<file path="src/vds_pkg.sv">
/*
 Shared constants and types of the video DMA program sequencer.
 Assumes every user references names as vds_pkg::name, with no import.
*/
package vds_pkg;

	// Opcodes
	localparam logic [3:0] OP_WRITE = 4'h1;
	localparam logic [3:0] OP_SKIP = 4'h2;
	localparam logic [3:0] OP_CONT_WRITE = 4'h5;
	localparam logic [3:0] OP_JUMP = 4'h7;
	localparam logic [3:0] OP_SYNC = 4'h8;
	localparam logic [3:0] OP_PWRITE = 4'h9;
	localparam logic [3:0] OP_PSKIP = 4'ha;
	localparam logic [3:0] OP_PDWRITE = 4'hb;

	// Instruction field positions
	localparam int OP_LSB = 28;
	localparam int LF_BIT = 27;
	localparam int LL_BIT = 26;
	localparam int IRQ_BIT = 24;
	localparam int PSET_LSB = 20;
	localparam int PCLR_LSB = 16;
	localparam int SUPP_BIT = 15;
	localparam int CNT_W = 12;
	localparam int MAX_WORDS = 5;

	// Register map
	localparam logic [4:0] REG_CTRL = 5'h00;
	localparam logic [4:0] REG_START = 5'h04;
	localparam logic [4:0] REG_STATUS = 5'h08;
	localparam logic [4:0] REG_PC = 5'h0c;
	localparam logic [4:0] REG_PFLAGS = 5'h10;
	localparam int CTRL_RUN = 0;
	localparam int ST_ERR = 0;
	localparam int ST_MISM = 1;
	localparam int ST_DONE = 2;
	localparam int ST_HALT = 3;
	localparam logic [31:0] START_RST = 32'h0000_0000;
	localparam logic [15:0] SYNC_VALID_RST = 16'h7ffe;

	typedef enum logic [3:0] {
		K_ILLEGAL = 4'h0, K_WRITE = 4'h1, K_CONT_WRITE = 4'h2, K_SKIP = 4'h3, K_JUMP = 4'h4,
		K_SYNC = 4'h5, K_PWRITE = 4'h6, K_PDWRITE = 4'h7, K_PSKIP = 4'h8
	} vds_kind_t;

	typedef enum logic [2:0] {
		S_IDLE = 3'h0, S_FETCH = 3'h1, S_DECODE = 3'h2, S_SYNC = 3'h3, S_MOVE = 3'h4,
		S_HALT = 3'h5
	} vds_state_t;

	typedef struct packed {
		logic [31:0] data;
		logic [3:0] status;
		logic line_last_flag;
	} vds_pix_t;

	typedef struct packed {
		logic [31:0] addr;
		logic [31:0] data;
		logic [3:0] be;
	} vds_beat_t;

endpackage : vds_pkg

</file>
<file path="src/vds_decode.sv">
/*
 Opcode classifier: instruction kind and length in DWORDs.
 Assumes a purely combinational use beside the fetch logic.
*/
`timescale 1ns/1ps
module vds_decode
(
	// Opcode in
	input wire logic [3:0] op,
	// Classification out
	output vds_pkg::vds_kind_t kind,
	output logic [2:0] len
);

	always_comb
	begin
		case (op)
			vds_pkg::OP_WRITE: begin kind = vds_pkg::K_WRITE; len = 3'h2; end
			vds_pkg::OP_CONT_WRITE: begin kind = vds_pkg::K_CONT_WRITE; len = 3'h1; end
			vds_pkg::OP_SKIP: begin kind = vds_pkg::K_SKIP; len = 3'h1; end
			vds_pkg::OP_JUMP: begin kind = vds_pkg::K_JUMP; len = 3'h2; end
			vds_pkg::OP_SYNC: begin kind = vds_pkg::K_SYNC; len = 3'h2; end
			vds_pkg::OP_PWRITE: begin kind = vds_pkg::K_PWRITE; len = 3'h5; end
			vds_pkg::OP_PDWRITE: begin kind = vds_pkg::K_PDWRITE; len = 3'h5; end
			vds_pkg::OP_PSKIP: begin kind = vds_pkg::K_PSKIP; len = 3'h2; end
			default: begin kind = vds_pkg::K_ILLEGAL; len = 3'h1; end
		endcase
	end

endmodule : vds_decode

</file>
<file path="src/vds_sequencer.sv">
/*
 Program sequencer of a video capture DMA engine: fetch, check, align, move.
 Assumes a same-clock memory read port, pixel FIFO port and write master.
 // Function
 // - Branch, two words, opcode 0111, loads PC from word one, aligned
 // - Branch redirects fetch without touching pixel flow
 // - Align, opcode 1000, consumes FIFO until its 4-bit code matches FIFO status
 // - Align bit 15 set suppresses stream mismatch error reporting
 // - Discard FIFO data before match, then continue with following instructions
 // - Fetch handles instructions of one to five words
 // - Line-first flag marks first instruction of a scan line
 // - Line-last instruction ends with the FIFO end-of-line marker
 // - Early FIFO end-of-line aborts instructions through the line-last one
 // - Packed mode moves or drops data only by write, continued write, discard
 // - Continued write uses target address counter, also advanced by discards
 // - Planar instructions process equal byte counts from second and third FIFOs
 // - Chroma-decimating planar write drops chroma on alternate lines
 // - Opcodes 0000, 1111 and unassigned ones are instruction errors
 // - Instruction error halts until software re-enables execution
 // - Align with reserved status code is an instruction error
*/
// Strobed register access and the address map were decided locally.
`timescale 1ns/1ps
module vds_sequencer #(
	parameter logic [15:0] SYNC_VALID = vds_pkg::SYNC_VALID_RST
)
(
	// Clock and reset
	input wire logic ref_clk,
	input wire logic rst_n,
	// Register port
	input wire logic [4:0] reg_addr,
	input wire logic [31:0] reg_wdata,
	input wire logic reg_wr,
	input wire logic reg_rd,
	output logic [31:0] reg_rdata,
	// Instruction fetch
	output logic fetch_req,
	output logic [31:0] fetch_addr,
	input wire logic fetch_ack,
	input wire logic [31:0] fetch_data,
	// Pixel FIFO
	input wire logic fifo_valid,
	input wire vds_pkg::vds_pix_t fifo_word,
	output logic fifo_take,
	output logic [1:0] fifo_sel,
	// Write master
	output logic out_valid,
	output vds_pkg::vds_beat_t out_beat,
	input wire logic out_ready,
	// Events
	output logic instr_irq,
	output logic instr_error,
	output logic [3:0] program_status_flags
);

	vds_pkg::vds_state_t state;
	vds_pkg::vds_kind_t kind;
	logic [2:0] len;
	logic [2:0] widx;
	logic [vds_pkg::MAX_WORDS-1:0][31:0] w;
	logic [31:0] pc;
	logic [31:0] start_pc;
	logic run;
	logic [31:0] tac;
	logic [31:0] cur_addr;
	logic [vds_pkg::CNT_W-1:0] rem;
	logic [1:0] phase;
	logic flushing;
	logic suppress;
	logic chroma_line;
	logic err_flag;
	logic mism_flag;
	logic done_flag;
	logic retire;
	logic err_set;
	logic mism_set;
	logic move_take;
	logic writing;
	logic planar;
	logic last_beat;
	logic phase_end;
	logic instr_end;
	logic run_start;
	logic [2:0] nb;
	logic [3:0] be;
	logic [3:0] op_in;

	assign run_start = reg_wr && reg_addr == vds_pkg::REG_CTRL && reg_wdata[vds_pkg::CTRL_RUN];

	// Opcode from the incoming first word or from the buffer
	assign op_in = (state == vds_pkg::S_FETCH && widx == 3'h0) ?
		fetch_data[31:vds_pkg::OP_LSB] : w[0][31:vds_pkg::OP_LSB];

	vds_decode u_decode
	(
		.op(op_in),
		.kind(kind),
		.len(len)
	);

	vds_wbuf #(
		.DEPTH(vds_pkg::MAX_WORDS)
	) u_wbuf
	(
		.ref_clk(ref_clk),
		.rst_n(rst_n),
		.wr_en(state == vds_pkg::S_FETCH && fetch_ack),
		.wr_idx(widx),
		.wr_data(fetch_data),
		.words(w)
	);

	assign planar = kind == vds_pkg::K_PWRITE || kind == vds_pkg::K_PDWRITE
		|| kind == vds_pkg::K_PSKIP;
	// Chroma phases of the decimating write are dropped on alternate lines
	assign writing = (kind == vds_pkg::K_WRITE || kind == vds_pkg::K_CONT_WRITE
		|| kind == vds_pkg::K_PWRITE
		|| (kind == vds_pkg::K_PDWRITE && (phase == 2'h0 || chroma_line)));
	assign nb = (rem >= 12'h004) ? 3'h4 : rem[2:0];
	assign be = (rem >= 12'h004) ? 4'hf : ((rem[1:0] == 2'h3) ? 4'h7 :
		((rem[1:0] == 2'h2) ? 4'h3 : 4'h1));
	assign move_take = state == vds_pkg::S_MOVE && rem != 12'h000 && fifo_valid
		&& (!writing || !out_valid || out_ready);
	assign last_beat = move_take && rem <= 12'h004;
	assign phase_end = (state == vds_pkg::S_MOVE && rem == 12'h000) || last_beat;
	assign instr_end = phase_end && (!planar || phase == 2'h2);

	// Consume: discard until align match, or move a beat
	assign fifo_take = move_take || (state == vds_pkg::S_SYNC && fifo_valid
		&& fifo_word.status != w[0][3:0]);
	assign fifo_sel = planar ? phase : 2'h0;
	assign fetch_req = state == vds_pkg::S_FETCH;
	assign fetch_addr = pc;

	// Retire and error events
	always_comb
	begin
		retire = 1'b0;
		err_set = 1'b0;
		mism_set = 1'b0;
		if (state == vds_pkg::S_DECODE)
		begin
			if (kind == vds_pkg::K_ILLEGAL)
				err_set = 1'b1;
			else if (kind == vds_pkg::K_SYNC && !SYNC_VALID[w[0][3:0]])
				err_set = 1'b1;
			else if (kind == vds_pkg::K_JUMP || (flushing && kind != vds_pkg::K_SYNC))
				retire = 1'b1;
		end
		if (state == vds_pkg::S_SYNC && fifo_valid && fifo_word.status == w[0][3:0])
			retire = 1'b1;
		if (instr_end)
			retire = 1'b1;
		// Line end before the line-last instruction completes, unless suppressed
		if (move_take && fifo_word.line_last_flag && !(instr_end && w[0][vds_pkg::LL_BIT]) && !suppress)
			mism_set = 1'b1;
	end

	// Main state machine
	always_ff @(posedge ref_clk or negedge rst_n)
	begin
		if (!rst_n)
			state <= vds_pkg::S_IDLE;
		else if (run_start)
			state <= vds_pkg::S_FETCH;
		else if (!run)
			state <= vds_pkg::S_IDLE;
		else
		begin
			case (state)
				vds_pkg::S_IDLE: state <= vds_pkg::S_IDLE;
				vds_pkg::S_FETCH:
					if (fetch_ack && widx + 3'h1 >= len)
						state <= vds_pkg::S_DECODE;
				vds_pkg::S_DECODE:
					if (err_set)
						state <= vds_pkg::S_HALT;
					else if (kind == vds_pkg::K_SYNC)
						state <= vds_pkg::S_SYNC;
					else if (retire)
						state <= vds_pkg::S_FETCH;
					else
						state <= vds_pkg::S_MOVE;
				vds_pkg::S_SYNC:
					if (retire)
						state <= vds_pkg::S_FETCH;
				vds_pkg::S_MOVE:
					if (instr_end || (move_take && fifo_word.line_last_flag))
						state <= vds_pkg::S_FETCH;
				vds_pkg::S_HALT: state <= vds_pkg::S_HALT;
				default: state <= vds_pkg::S_IDLE;
			endcase
		end
	end

	// Fetch word index and program counter
	always_ff @(posedge ref_clk or negedge rst_n)
	begin
		if (!rst_n)
		begin
			widx <= 3'h0;
			pc <= vds_pkg::START_RST;
		end
		else if (run_start)
		begin
			widx <= 3'h0;
			pc <= {start_pc[31:2], 2'b00};
		end
		else if (state == vds_pkg::S_FETCH && fetch_ack)
		begin
			widx <= (widx + 3'h1 >= len) ? 3'h0 : widx + 3'h1;
			pc <= pc + 32'h4;
		end
		else if (state == vds_pkg::S_DECODE && kind == vds_pkg::K_JUMP && !flushing)
			pc <= {w[1][31:2], 2'b00};
	end

	// Flush after an early line end, align suppress and chroma line parity
	always_ff @(posedge ref_clk or negedge rst_n)
	begin
		if (!rst_n)
		begin
			flushing <= 1'b0;
			suppress <= 1'b0;
			chroma_line <= 1'b1;
		end
		else if (run_start)
		begin
			flushing <= 1'b0;
			chroma_line <= 1'b1;
		end
		else
		begin
			if (state == vds_pkg::S_DECODE && kind == vds_pkg::K_SYNC && !err_set)
			begin
				suppress <= w[0][vds_pkg::SUPP_BIT];
				flushing <= 1'b0;
			end
			else if (state == vds_pkg::S_DECODE && flushing && w[0][vds_pkg::LL_BIT])
				flushing <= 1'b0;
			else if (move_take && fifo_word.line_last_flag && !w[0][vds_pkg::LL_BIT])
				flushing <= 1'b1;
			// A completed line-last decimating planar write flips the chroma line parity
			if (instr_end && w[0][vds_pkg::LL_BIT] && kind == vds_pkg::K_PDWRITE)
				chroma_line <= !chroma_line;
		end
	end

	// Byte counter, phase and addresses
	always_ff @(posedge ref_clk or negedge rst_n)
	begin
		if (!rst_n)
		begin
			rem <= '0;
			phase <= 2'h0;
			cur_addr <= 32'h0000_0000;
			tac <= 32'h0000_0000;
		end
		else if (state == vds_pkg::S_DECODE)
		begin
			phase <= 2'h0;
			rem <= w[0][vds_pkg::CNT_W-1:0];
			if (kind == vds_pkg::K_WRITE)
				tac <= w[1];
			if (planar)
				cur_addr <= w[2];
		end
		else if (phase_end && !instr_end)
		begin
			phase <= phase + 2'h1;
			rem <= w[1][vds_pkg::CNT_W-1:0];
			cur_addr <= (phase == 2'h0) ? w[3] : w[4];
		end
		else if (move_take)
		begin
			rem <= rem - {9'h000, nb};
			if (planar)
				cur_addr <= cur_addr + {29'h0, nb};
			else
				tac <= tac + {29'h0, nb};
		end
	end

	// Output beat register
	always_ff @(posedge ref_clk or negedge rst_n)
	begin
		if (!rst_n)
		begin
			out_valid <= 1'b0;
			out_beat <= '0;
		end
		else if (move_take && writing)
		begin
			out_valid <= 1'b1;
			out_beat.addr <= planar ? cur_addr : tac;
			out_beat.data <= fifo_word.data;
			out_beat.be <= be;
		end
		else if (out_ready)
			out_valid <= 1'b0;
	end

	// Completion interrupt pulse and program status flags
	always_ff @(posedge ref_clk or negedge rst_n)
	begin
		if (!rst_n)
		begin
			instr_irq <= 1'b0;
			program_status_flags <= 4'h0;
		end
		else
		begin
			instr_irq <= retire && w[0][vds_pkg::IRQ_BIT];
			if (retire)
				program_status_flags <= (program_status_flags
					& ~w[0][vds_pkg::PCLR_LSB+:4]) | w[0][vds_pkg::PSET_LSB+:4];
		end
	end

	// Control registers and sticky status, set wins over clear
	always_ff @(posedge ref_clk or negedge rst_n)
	begin
		if (!rst_n)
		begin
			run <= 1'b0;
			start_pc <= vds_pkg::START_RST;
			err_flag <= 1'b0;
			mism_flag <= 1'b0;
			done_flag <= 1'b0;
		end
		else
		begin
			if (reg_wr && reg_addr == vds_pkg::REG_CTRL)
				run <= reg_wdata[vds_pkg::CTRL_RUN];
			if (reg_wr && reg_addr == vds_pkg::REG_START)
				start_pc <= reg_wdata;
			if (err_set)
				err_flag <= 1'b1;
			else if (reg_wr && reg_addr == vds_pkg::REG_STATUS && reg_wdata[vds_pkg::ST_ERR])
				err_flag <= 1'b0;
			if (mism_set)
				mism_flag <= 1'b1;
			else if (reg_wr && reg_addr == vds_pkg::REG_STATUS && reg_wdata[vds_pkg::ST_MISM])
				mism_flag <= 1'b0;
			if (retire && w[0][vds_pkg::IRQ_BIT])
				done_flag <= 1'b1;
			else if (reg_wr && reg_addr == vds_pkg::REG_STATUS && reg_wdata[vds_pkg::ST_DONE])
				done_flag <= 1'b0;
		end
	end
	assign instr_error = err_flag;

	// Read data, one cycle after the strobe
	always_ff @(posedge ref_clk or negedge rst_n)
	begin
		if (!rst_n)
			reg_rdata <= 32'h0000_0000;
		else if (reg_rd)
		begin
			case (reg_addr)
				vds_pkg::REG_CTRL: reg_rdata <= {31'h0, run};
				vds_pkg::REG_START: reg_rdata <= start_pc;
				vds_pkg::REG_STATUS: reg_rdata <= {28'h0, state == vds_pkg::S_HALT,
					done_flag, mism_flag, err_flag};
				vds_pkg::REG_PC: reg_rdata <= pc;
				vds_pkg::REG_PFLAGS: reg_rdata <= {28'h0, program_status_flags};
				default: reg_rdata <= 32'h0000_0000;
			endcase
		end
		else
			reg_rdata <= 32'h0000_0000;
	end
endmodule : vds_sequencer

</file>
<file path="src/vds_wbuf.sv">
/*
 Instruction word buffer, one register per DWORD of the current instruction.
 Assumes words are written one at a time by the fetch logic.
*/
`timescale 1ns/1ps
module vds_wbuf #(
	parameter int DEPTH = vds_pkg::MAX_WORDS
)
(
	// Clock and reset
	input wire logic ref_clk,
	input wire logic rst_n,
	// Write side
	input wire logic wr_en,
	input wire logic [2:0] wr_idx,
	input wire logic [31:0] wr_data,
	// Registered words
	output logic [DEPTH-1:0][31:0] words
);

	genvar gi;
	generate
		for (gi = 0; gi < DEPTH; gi++)
		begin : g_word
			always_ff @(posedge ref_clk or negedge rst_n)
			begin
				if (!rst_n)
					words[gi] <= 32'h0000_0000;
				else if (wr_en && wr_idx == 3'(gi))
					words[gi] <= wr_data;
			end
		end
	endgenerate

endmodule : vds_wbuf
</file>
<file path="config.mk">
export PLATFORM = sky130hd
export DESIGN_NAME = vds_sequencer
export DESIGN_NICKNAME = d
export VERILOG_FILES = /design/src/vds_pkg.sv /design/src/vds_decode.sv /design/src/vds_sequencer.sv /design/src/vds_wbuf.sv
export SDC_FILE = /design/constraint.sdc
export NUM_CORES = 1
export LEC_CHECK = 0
export ABC_CLOCK_PERIOD_IN_PS = 5950
export BUFFER_PORTS_ARGS = -buffer_cell sky130_fd_sc_hd__buf_2
export CAP_MARGIN = 20
export CORE_MARGIN = 4
export CORE_UTILIZATION = 45
export DETAILED_ROUTE_END_ITERATION = 8
export SLEW_MARGIN = 10
export SYNTH_ARGS = -nofsm -noshare
export SYNTH_HDL_FRONTEND = slang
export SYNTH_SLANG_ARGS = --single-unit
</file>
<file path="constraint.sdc">
create_clock -name ref_clk -period 5.95 [get_ports ref_clk]
set_input_delay 0.8925 -clock ref_clk [delete_from_list [all_inputs] [get_ports ref_clk]]
set_output_delay 0.8925 -clock ref_clk [all_outputs]
set_load 0.02 [all_outputs]
</file>
Yosys cells after proc, flatten, opt, wreduce, memory -nomap -nowiden
Memory sizes are Yosys's and may differ from the RTL's.
Index checks and enable logic that the tools add are counted.
{ "op_classes": {"n_addsub": 6, "magnitude_cmp": 4, "eq_ne": 33, "muxes": 65, "bitwise_logic": 4, "n_reduce_logical": 88} }
{ "op_table": {"columns": ["cell", "n"], "rows": [
  ["$mux W32", 16],
  ["$pmux W32 S5", 1],
  ["$add A32 B3 Y32", 2],
  ["$logic_and A1 B1 Y1", 42],
  ["$mux W3", 13],
  ["$mux W12", 3],
  ["$add A32 B3 Y32 const B", 1],
  ["$mux W1", 25],
  ["$reduce_bool A2 Y1", 9],
  ["$eq A4 B3 Y1 const B", 4],
  ["$pmux W3 S5", 1],
  ["$logic_or A1 B1 Y1", 13],
  ["$eq A3 B2 Y1 const B", 4],
  ["$ge A12 B3 Y1 const B", 1],
  ["$le A12 B3 Y1 const B", 1],
  ["$logic_not A12 Y1", 1],
  ["$reduce_bool A12 Y1", 1],
  ["$sub A12 B3 Y12", 1],
  ["$logic_not A1 Y1", 11],
  ["$eq A5 B4 Y1 const B", 2],
  ["$eq A3 B3 Y1 const B", 3],
  ["$mux W2", 4],
  ["$mux W4", 2],
  ["$ne A4 B3 Y1 const B", 2],
  ["30 further kinds", 37]
]} }
{ "word_totals": {"ff_bits": 421, "mem_bits_ro": 128, "inputBits": 113, "out_inout_bits": 143, "wordCells": 229, "n_memories": 2} }
{ "mem_list": {"columns": ["memory", "depth", "width", "rd", "rd_clocked_by_memory_dff", "write_ports", "line", "rtl"], "rows": [
  ["(name not given)", 16, 7, 1, 0, 0, "vds_decode.sv:17", "case (op)"],
  ["(name not given)", 16, 1, 1, 0, 0, "vds_sequencer.sv:146", "else if (kind == vds_pkg::K_SYNC && !SYNC_VALID[w[0][3:0]])"]
]} }

Depth between registers and ports, before layout
Gate-level depths: netlist of the first run.
An unclocked memory read counts as a cell.
{ "logic_depth": {"depth_word": 22, "ltp_mapped": 20, "depth_no_buf": 17} }

Hierarchy
A second synthesis of the first run with hierarchy kept.
{ "unflattened": {"hier_cells": 1962, "hier_area_um2": 20917.6} }
{ "by_module_without_submodules": {"columns": ["mod", "n_inst", "cells_per_inst", "area_each_um2", "seq_area_each_um2"], "rows": [
  ["vds_sequencer", 1, 1597, 14704.1, 6482.5],
  ["vds_wbuf", 1, 343, 6033.3, 4003.8],
  ["vds_decode", 1, 22, 180.2, 0.0]
]} }

Least setup slack after synthesis of the first run
No wires, ideal clock.
{ "synth_path": {"path_kind": "register to output", "startpoint": "register widx[0]", "endpoint": "output port fifo_sel[0]", "arrival_ps": 3453, "required_time_ps": 5058, "setup_slack_ps": 1605, "stages_incl_launch_ff": 19, "cell_sequence": "dfrtp_1 > inv_1 > ha_1 > clkbuf_1 > nand2_1 > clkbuf_1 > nand2_1 > nand2_1 > inv_1 > ha_1 > clkbuf_1 > nand2_1 > a211o_1 > o31ai_1 > o31a_1 > nor2_1 > buf_1 > clkbuf_1 > nor2_1"} }
{ "synth_via": {"elab_chain_cells": 8, "word_cells_on_any_way": 10} }
{ "synth_lines": {"columns": ["item", "line", "rtl"], "rows": [
  ["from (decl)", "vds_sequencer.sv:60", "logic [2:0] widx;"],
  ["from (signal assigned)", "vds_sequencer.sv:212", "widx <= (widx + 3'h1 >= len) ? 3'h0 : widx + 3'h1;"],
  ["$logic_not A3 Y1 (*)", "vds_sequencer.sv:92", "assign op_in = (state == vds_pkg::S_FETCH && widx == 3'h0) ?"],
  ["$logic_and A1 B1 Y1 (*)", "vds_sequencer.sv:92", null],
  ["$mux W4 (*)", "vds_sequencer.sv:92", null],
  ["$mem_v2 Z16 W7 (*)", null, null],
  ["$eq A4 B3 Y1", "vds_sequencer.sv:114", "assign planar = kind == vds_pkg::K_PWRITE || kind == vds_pkg::K_PDWRITE"],
  ["$logic_or A1 B1 Y1", "vds_sequencer.sv:114", null],
  ["$logic_or A1 B1 Y1 (*)", "vds_sequencer.sv:115", "|| kind == vds_pkg::K_PSKIP;"],
  ["$mux W2 (*)", "vds_sequencer.sv:132", "assign fifo_sel = planar ? phase : 2'h0;"],
  ["to (decl)", "vds_sequencer.sv:46", "output logic [1:0] fifo_sel,"]
]} }
Mark *: on every way between the ends. The rest lies on a longest branch, timed or not.

Final worst setup path of the first run
{ "layout_path": {"startpoint": "register state[1]", "endpoint": "output port fifo_take"} }
{ "layout_via": {"elab_chain_cells": 13, "word_cells_on_any_way": 23} }
{ "layout_lines": {"columns": ["item", "line", "rtl"], "rows": [
  ["from (decl)", "vds_sequencer.sv:57", "vds_pkg::vds_state_t state;"],
  ["from (signal assigned)", "vds_sequencer.sv:164", "state <= vds_pkg::S_IDLE;"],
  ["from (signal assigned)", "vds_sequencer.sv:166", "state <= vds_pkg::S_FETCH;"],
  ["from (signal assigned)", "vds_sequencer.sv:168", "state <= vds_pkg::S_IDLE;"],
  ["$eq A3 B1 Y1", "vds_sequencer.sv:92", null],
  ["$logic_and A1 B1 Y1", "vds_sequencer.sv:92", null],
  ["$mux W4", "vds_sequencer.sv:92", null],
  ["$mem_v2 Z16 W7", null, null],
  ["$eq A4 B1 Y1 or $eq A4 B2 Y1 (tied branches)", "vds_sequencer.sv:117", "assign writing = (kind == vds_pkg::K_WRITE || kind == vds_pkg::K_CONT_WRITE"],
  ["$logic_or A1 B1 Y1", "vds_sequencer.sv:117", null],
  ["$logic_or A1 B1 Y1", "vds_sequencer.sv:118", "|| kind == vds_pkg::K_PWRITE"],
  ["$logic_or A1 B1 Y1", "vds_sequencer.sv:119", "|| (kind == vds_pkg::K_PDWRITE && (phase == 2'h0 || chroma_line)));"],
  ["$logic_not A1 Y1", "vds_sequencer.sv:124", "&& (!writing || !out_valid || out_ready);"],
  ["$logic_or A1 B1 Y1 (2 in a row)", "vds_sequencer.sv:124", null],
  ["$logic_and A1 B1 Y1", "vds_sequencer.sv:124", null],
  ["$logic_or A1 B1 Y1 (*)", "vds_sequencer.sv:130", "assign fifo_take = move_take || (state == vds_pkg::S_SYNC && fifo_valid"],
  ["to (decl)", "vds_sequencer.sv:45", "output logic fifo_take,"]
]} }
Marks and branches as above.

==> impl_results.md, run 1 <==
- Detailed-route DRC error count: 0
- Synthesized area divided by synthesized cell count: 10.3 µm²
- Synthesis Warnings: 0
- Final hold vios: 0
- TritonCTS clock tree: yes
- Startpoint type of the worst setup path: flip-flop
- Number of rows in the core area: 78
- Number of maximum-capacitance violations: 0
- Pre-CTS worst setup slack: 1.07 ns
- Total wire length: 64.4 mm
- Grt met1 use: 0.377
- GRT met3 Usage: 0.0477
- Fraction of layout cells with a size suffix above 1: 0.278
- Die height: 222 µm
- Cts-stage hold buffer count: 0
- Total die area: 0.0492 mm²
- Worst min-delay path class: in -> async
- Number of instances in the placed design: 2755
- Clock tree buffer depth: 3
- Count of mapped cells out of synthesis: 1999
- Fraction of registers with async set/reset: 1.00
- Launch point of the critical path: state[1]
- Pin count of the biggest net entering global routing: 139
- Worst clock skew on the final layout: 0.0206 ns
- Total GRT Usage: 0.258
- Min cycle time layout: 5.48 ns
- Rel. slew slack: 0.224
- Area share of the leading cell type in the synthesized netlist: 0.502
- Number of DRC violations after detailed-routing iteration 0: 1382
- Arrival @ worst endpoint: 4.58 ns
- Number of global-route vias before repair: 16600
- Critical path start-end classification: reg -> out
- CTS Root Cell: clkbuf_16
- Core region area: 0.0453 mm²
- Grt ovf: 0
- Non-filler instance count after layout: 2837
- Antenna-violating nets left: 0
- Initial antenna violation count: 1
- Wire length per cell: 22.7 µm
- Area after DPL: 0.0224 mm²
- Worst slew pin tran: 1.15 ns
- Area growth syn-to-layout: 16.0%
- Period utilization: 0.920
- Final standard cell area without fillers: 0.0239 mm²
- Reg2Reg Setup Slack: 0.97 ns
- Logic depth of the worst register-to-register path: 14
- Most frequent cells in the layout: dfrtp_1 (413), buf_2 (252), mux2_2 (230), nand2_1 (194), nor2_1 (178)
- Synthesis-stage register bit count: 414
- Worst reg2reg path startpoint: rem[4]
- GR peak layer: met2
- Horizontal die dimension: 222 µm
- Via count of the routed design: 16800
- Crit path max fanout: 13
- Cell area after synthesis: 0.0206 mm²
- VDD IR max: 0.167 mV
- GP Congestion: 0.931
- Total power per unit cell area: 265 mW/mm²
- Main area contributors after synthesis: dfrtp_1 (50%), mux2_2 (13%), a21oi_1 (3.9%)
- Destination of the worst register-to-register timing path: tac[26]
- Highest achievable clock rate: 0.183 GHz
- TNS Setup: 0 ns
- Grt met2 use: 0.405
- Top-level port count: 256
- RSZ-0062 raised after global routing: no
- Clock sink count: 414
- Setup Buffers After CTS: 0
- Part of the Yosys area used for sequential elements: 0.503
- Library cells used by synthesis: 84
- Clock-pin slew on the worst setup and hold paths: 0.06 ns
- Least setup slack across all paths after layout: 0.474 ns
- Port-buffer cells: 253
- Number of nets at the end of the flow: 2340
- H-Tree Level Count: 2
- Resized cells post-CTS: 0
- Worst-Skew Late Latency: 0.59 ns
- Most area-hungry cell type in the Yosys netlist: dfrtp_1
- Setup violators final: 0
- Primary FF master, synth: dfrtp_1
- Starting utilization of the core area: 0.455
- Via density per instance: 5.91
- Number of enable-type register cells in the synthesized netlist: 0
- Number of buffers created by CTS: 46
- Post-DP HPWL: 45.8 mm
- Most frequent standard cell in the layout excluding fill and tap cells: dfrtp_1
- Critical path data required time: 5.06 ns
- CP endpoint kind: primary output
- First-pass detailed-route iteration total: 8
- Status: completed
- Leakage power total: 11.2 nW
- Global-route wire length before repair: 101 mm
- Max Slew Vio Count: 0
state kept, by name, indices dropped and copies added (netlist names):
name / cells
u_wbuf.words: 155
out_beat: 68
cur_addr: 32
reg_rdata: 32
start_pc: 32
tac: 32
fetch_addr: 30
rem: 12
program_status_flags: 4
state: 3
widx: 3
phase: 2
chroma_line: 1
done_flag: 1
flushing: 1
instr_error: 1
instr_irq: 1
mism_flag: 1
out_valid: 1
run: 1
suppress: 1
Yosys cell counts, drive strengths merged, types with 12 or more instances:
library cell and number:
a211oi 15, a21o 14, a21oi 161, a22oi 32, a31oi 53, and3 25
buf 54, clkbuf 78, dfrtp 413, ha 22, inv 30, mux2 230
mux2i 26, nand2 194, nand2b 15, nand3 43, nand4 17, nor2 184
nor2b 13, nor3 33, o211ai 22, o21ai 94, o22ai 39, o31ai 14
xnor2 14, xor2 12
layer usage:
| layer | vias to the layer above | part of all wire |
|---|---|---|
| met5 | - | 0 |
| met4 | 0 | 0.019 |
| met3 | 79 | 0.061 |
| met2 | 547 | 0.46 |
| met1 | 8434 | 0.46 |
| li1 | 7696 | - |
worst max path at each step:
stage,depth (start not counted),slack (ns),end
2_1_floorplan,18,1.60,fifo_sel[0]
4_1_cts,13,0.45,fifo_take
3_5_place_dp,14,1.07,tac[26]
5_1_grt,13,0.11,fifo_take
3_3_place_gp,13,1.12,fifo_take
6_report,13,0.47,fifo_take
critical path, cell delays in order, from the launching register on:
cell      delay, ns
dfrtp_1        0.50
nor4b_4        0.50
and2_1         0.43
nand2_1        0.09
nand2_1        0.14
inv_1          0.06
ha_1           0.31
nor2_1         0.20
a32oi_1        0.12
mux2i_1        0.28
a211oi_2       0.15
o21bai_2       0.59
o21ai_0        0.34
buf_2          0.27
logic make-up after synthesis:
group                    synth area share
multiplexers                        0.138
other                            0.000365
adder cells (fa/ha/maj)            0.0153
buffers and inverters              0.0350
AND/OR/NAND/NOR                     0.129
XOR/XNOR                           0.0111
AO/OA/AOI/OAI                       0.167
flip-flops                          0.503
area by class of cell:
type | count | area (µm²)
Tap cell | 600 | 751
Antenna cell | 2 | 5.00
Sequential cell | 414 | 10400
Clock buffer | 67 | 1350
Clock inverter | 13 | 161
Multi-Input combinational cell | 1424 | 9560
Fill cell | 4176 | 21400
Inverter | 30 | 113
Timing Repair Buffer | 287 | 1570
metrics by stage:
stage / util / hold slack (ns) / power (mW)
final: 0.527 / 0.305 / 6.34
after global routing: 0.527 / 0.365 / 6.59
after CTS: 0.527 / 0.340 / 6.41
after detailed placement: 0.494 / 0.450 / 3.52
after global placement: 0.494 / 0.446 / 3.51
after floorplan: - / 0.426 / 3.28
where the power goes:
group          total, mW  internal [mW]  switching [mW]
clock               2.87           1.70            1.17
sequential          3.04           2.91           0.123
combinational      0.429          0.167           0.262
total               6.34           4.78            1.56
No activity file was read; power rests on OpenSTA's default activity.
==> run 2, diff against run 1 <==
==> constraint.sdc (replaced) <==
create_clock -name ref_clk -period 5.95 [get_ports ref_clk]
set_input_delay 1.19 -clock ref_clk [delete_from_list [all_inputs] [get_ports ref_clk]]
set_output_delay 1.19 -clock ref_clk [all_outputs]
set_load 0.02 [all_outputs]
==> impl_results.md, run 2 (synthesis results as in run 1) <==
- Status: completed
- Critical path start-end classification: reg -> out
- Worst-Skew Late Latency: 0.59 ns (about the same)
- Worst hold stages: 1
- Leakage power total: 11.3 nW (about the same)
- Arrival @ worst endpoint: 4.25 ns (-0.33 ns)
- CTS Root Cell: clkbuf_16
- Flip-flop count of the largest register, all copies and words added: 155 (unchanged)
- Fraction of layout cells with a size suffix above 1: 0.278 (about the same)
- Top-level port count: 256 (unchanged)
- Via count of the routed design: 16800 (+0.15%)
- Horizontal die dimension: 222 µm (unchanged)
- Rel. slew slack: 0.351 (+0.127)
- Register ranked first by flip-flop count: u_wbuf.words
- Total die area: 0.0492 mm² (unchanged)
- Total power per unit cell area: 265 mW/mm² (about the same)
- H-Tree Level Count: 2 (unchanged)
- Setup violators final: 0 (unchanged)
- Period utilization: 0.915 (-0.00562)
- Number of maximum-capacitance violations: 0 (unchanged)
- TNS Setup: 0 ns (unchanged)
- VDD IR max: 0.200 mV (+19%)
- Number of nets at the end of the flow: 2339 (-0.043%)
- Clock-pin slew on the worst setup and hold paths: 0.06 ns (about the same)
- Global-route wire length before repair: 99.7 mm (-1.3%)
- Final hold vios: 0 (unchanged)
- Launch point of the worst hold path: out_beat[0]
- Clock sink count: 414 (unchanged)
- Worst min-delay path class: reg -> reg
- Startpoint type of the worst setup path: flip-flop
- CP endpoint kind: primary output
- Resized cells post-CTS: 0 (unchanged)
- Via density per instance: 5.90 (about the same)
- Worst slew pin tran: 0.973 ns (-0.180 ns)
- Total wire length: 64.5 mm (+0.12%)
- Antenna-violating nets left: 0 (unchanged)
- Core region area: 0.0453 mm² (unchanged)
- Worst hold path endpoint: out_beat[0]
- Most frequent cells in the layout: dfrtp_1 (413), buf_2 (252), mux2_2 (230), nand2_1 (194), nor2_1 (178)
- Number of global-route vias before repair: 16300 (-1.5%)
- Registers with the most flip-flops: u_wbuf.words (155), out_beat (68)
- Max Slew Vio Count: 0 (unchanged)
- Highest achievable clock rate: 0.184 GHz (+0.61%)
- Post-DP HPWL: 45.7 mm (about the same)
- Worst reg2reg path startpoint: rem[4]
- Die height: 222 µm (unchanged)
- Worst hold slack after final layout: 0.474 ns (+0.169 ns)
- Number of fillers in the final layout: 4113 (-1.5%)
- Grt ovf: 0 (unchanged)
- Number of buffers created by CTS: 46 (unchanged)
- Logic depth of the worst register-to-register path: 14 (unchanged)
- RSZ-0062 raised after global routing: no
- Detailed-route DRC error count: 0 (unchanged)
- Multi-input gate area in the final layout: 0.00956 mm² (about the same)
- Crit path max fanout: 22 (+9)
- Number of rows in the core area: 78 (unchanged)
- Port-buffer cells: 253 (unchanged)
- Number of DRC violations after detailed-routing iteration 0: 1308 (-5.4%)
- Pin count of the biggest net entering global routing: 111 (-20%)
- Initial antenna violation count: 2 (+1)
- Most frequent standard cell in the layout excluding fill and tap cells: dfrtp_1
- Total GRT Usage: 0.255 (-0.00304)
- GP Congestion: 0.918 (-1.4%)
- Wire length per cell: 22.7 µm (about the same)
- Destination of the worst register-to-register timing path: tac[30]
- Area growth syn-to-layout: 16.1% (about the same)
- Cts-stage hold buffer count: 0 (unchanged)
- Starting utilization of the core area: 0.455 (unchanged)
- Clock tree buffer depth: 3 (unchanged)
- Area occupied by registers: 0.0104 mm² (unchanged)
- Critical path data required time: 4.76 ns (-0.30 ns)
- First-pass detailed-route iteration total: 5 (-3)
- Reg2Reg Setup Slack: 1.04 ns (+0.07 ns)
- Setup Buffers After CTS: 0 (unchanged)
- Min cycle time layout: 5.44 ns (-0.0334 ns)
- TritonCTS clock tree: yes
- Worst clock skew on the final layout: 0.0230 ns (+0.00237 ns)
==> run 2: cell count changes in the layout (fill, tap and decap cells not counted), sizes merged <==
cell / change
buf: -1
bufinv: +1
clkbuf: -2
clkinv: +5
clkinvlp: +1
diode: +2
inv: -1
==> run 2: area by class of cell <==
cell class / instances / share of cell area
multi-input cells: 1424 / 0.400
diodes: 4 / 0.000419
well taps: 600 / 0.0314
clock inverters: 19 / 0.00869
flip-flops and latches: 414 / 0.434
clock buffers: 65 / 0.0546
repair buffers: 286 / 0.0664
inverters: 30 / 0.00471
==> run 2: worst max-delay path by stage <==
stage / startpoint / to / slack (ns) / cells past startpoint
floorplan: fetch_data[28] / fifo_sel[0] / 1.20 / 14
global placement: rem[4] / tac[30] / 1.20 / 14
detailed placement: rem[4] / tac[30] / 1.12 / 14
CTS: state[1] / fifo_sel[1] / 0.50 / 12
global route: state[1] / fifo_sel[1] / 0.24 / 12
finish: state[1] / fifo_sel[1] / 0.51 / 12
==> run 2: power breakdown <==
group          switching, mW  internal (mW)
registers              0.121           2.91
clock network           1.17           1.70
logic                  0.263          0.168
total                   1.56           4.78
==> run 2: critical path: stages, from the launching register on <==
cell     delay [ns]
dfrtp_1        0.50
nor4b_4        0.49
nand2_1        0.40
nand2_1        0.17
nand2_1        0.13
ha_1           0.41
nand2_1        0.12
a211o_1        0.10
o31ai_1        0.08
o31a_1         0.40
nor2_4         0.57
nor2_1         0.10
buf_2          0.19
==> run 2: metal layers <==
layer | share of wire | wire length (µm) | vias up | global-route usage
met3 | 0.064 | 4120 | 99 | 0.0428
met1 | 0.46 | 29500 | 8432 | 0.376
met4 | 0.031 | 2020 | 0 | 0.0870
met5 | 0 | 0 | - | 0
met2 | 0.45 | 28800 | 542 | 0.384
li1 | - | - | 7708 | -
==> run 2: metrics by stage <==
step	std cells	cell area (µm²)	worst slack (ns)	util	total power [mW]
after floorplan	2000	20600	1.20	-	3.28
after global placement	2754	22400	1.20	0.494	3.51
after detailed placement	2754	22400	1.12	0.494	3.52
after CTS	2838	23900	0.496	0.527	6.41
after global routing	2840	23900	0.238	0.528	6.58
final	2842	23900	0.507	0.528	6.34
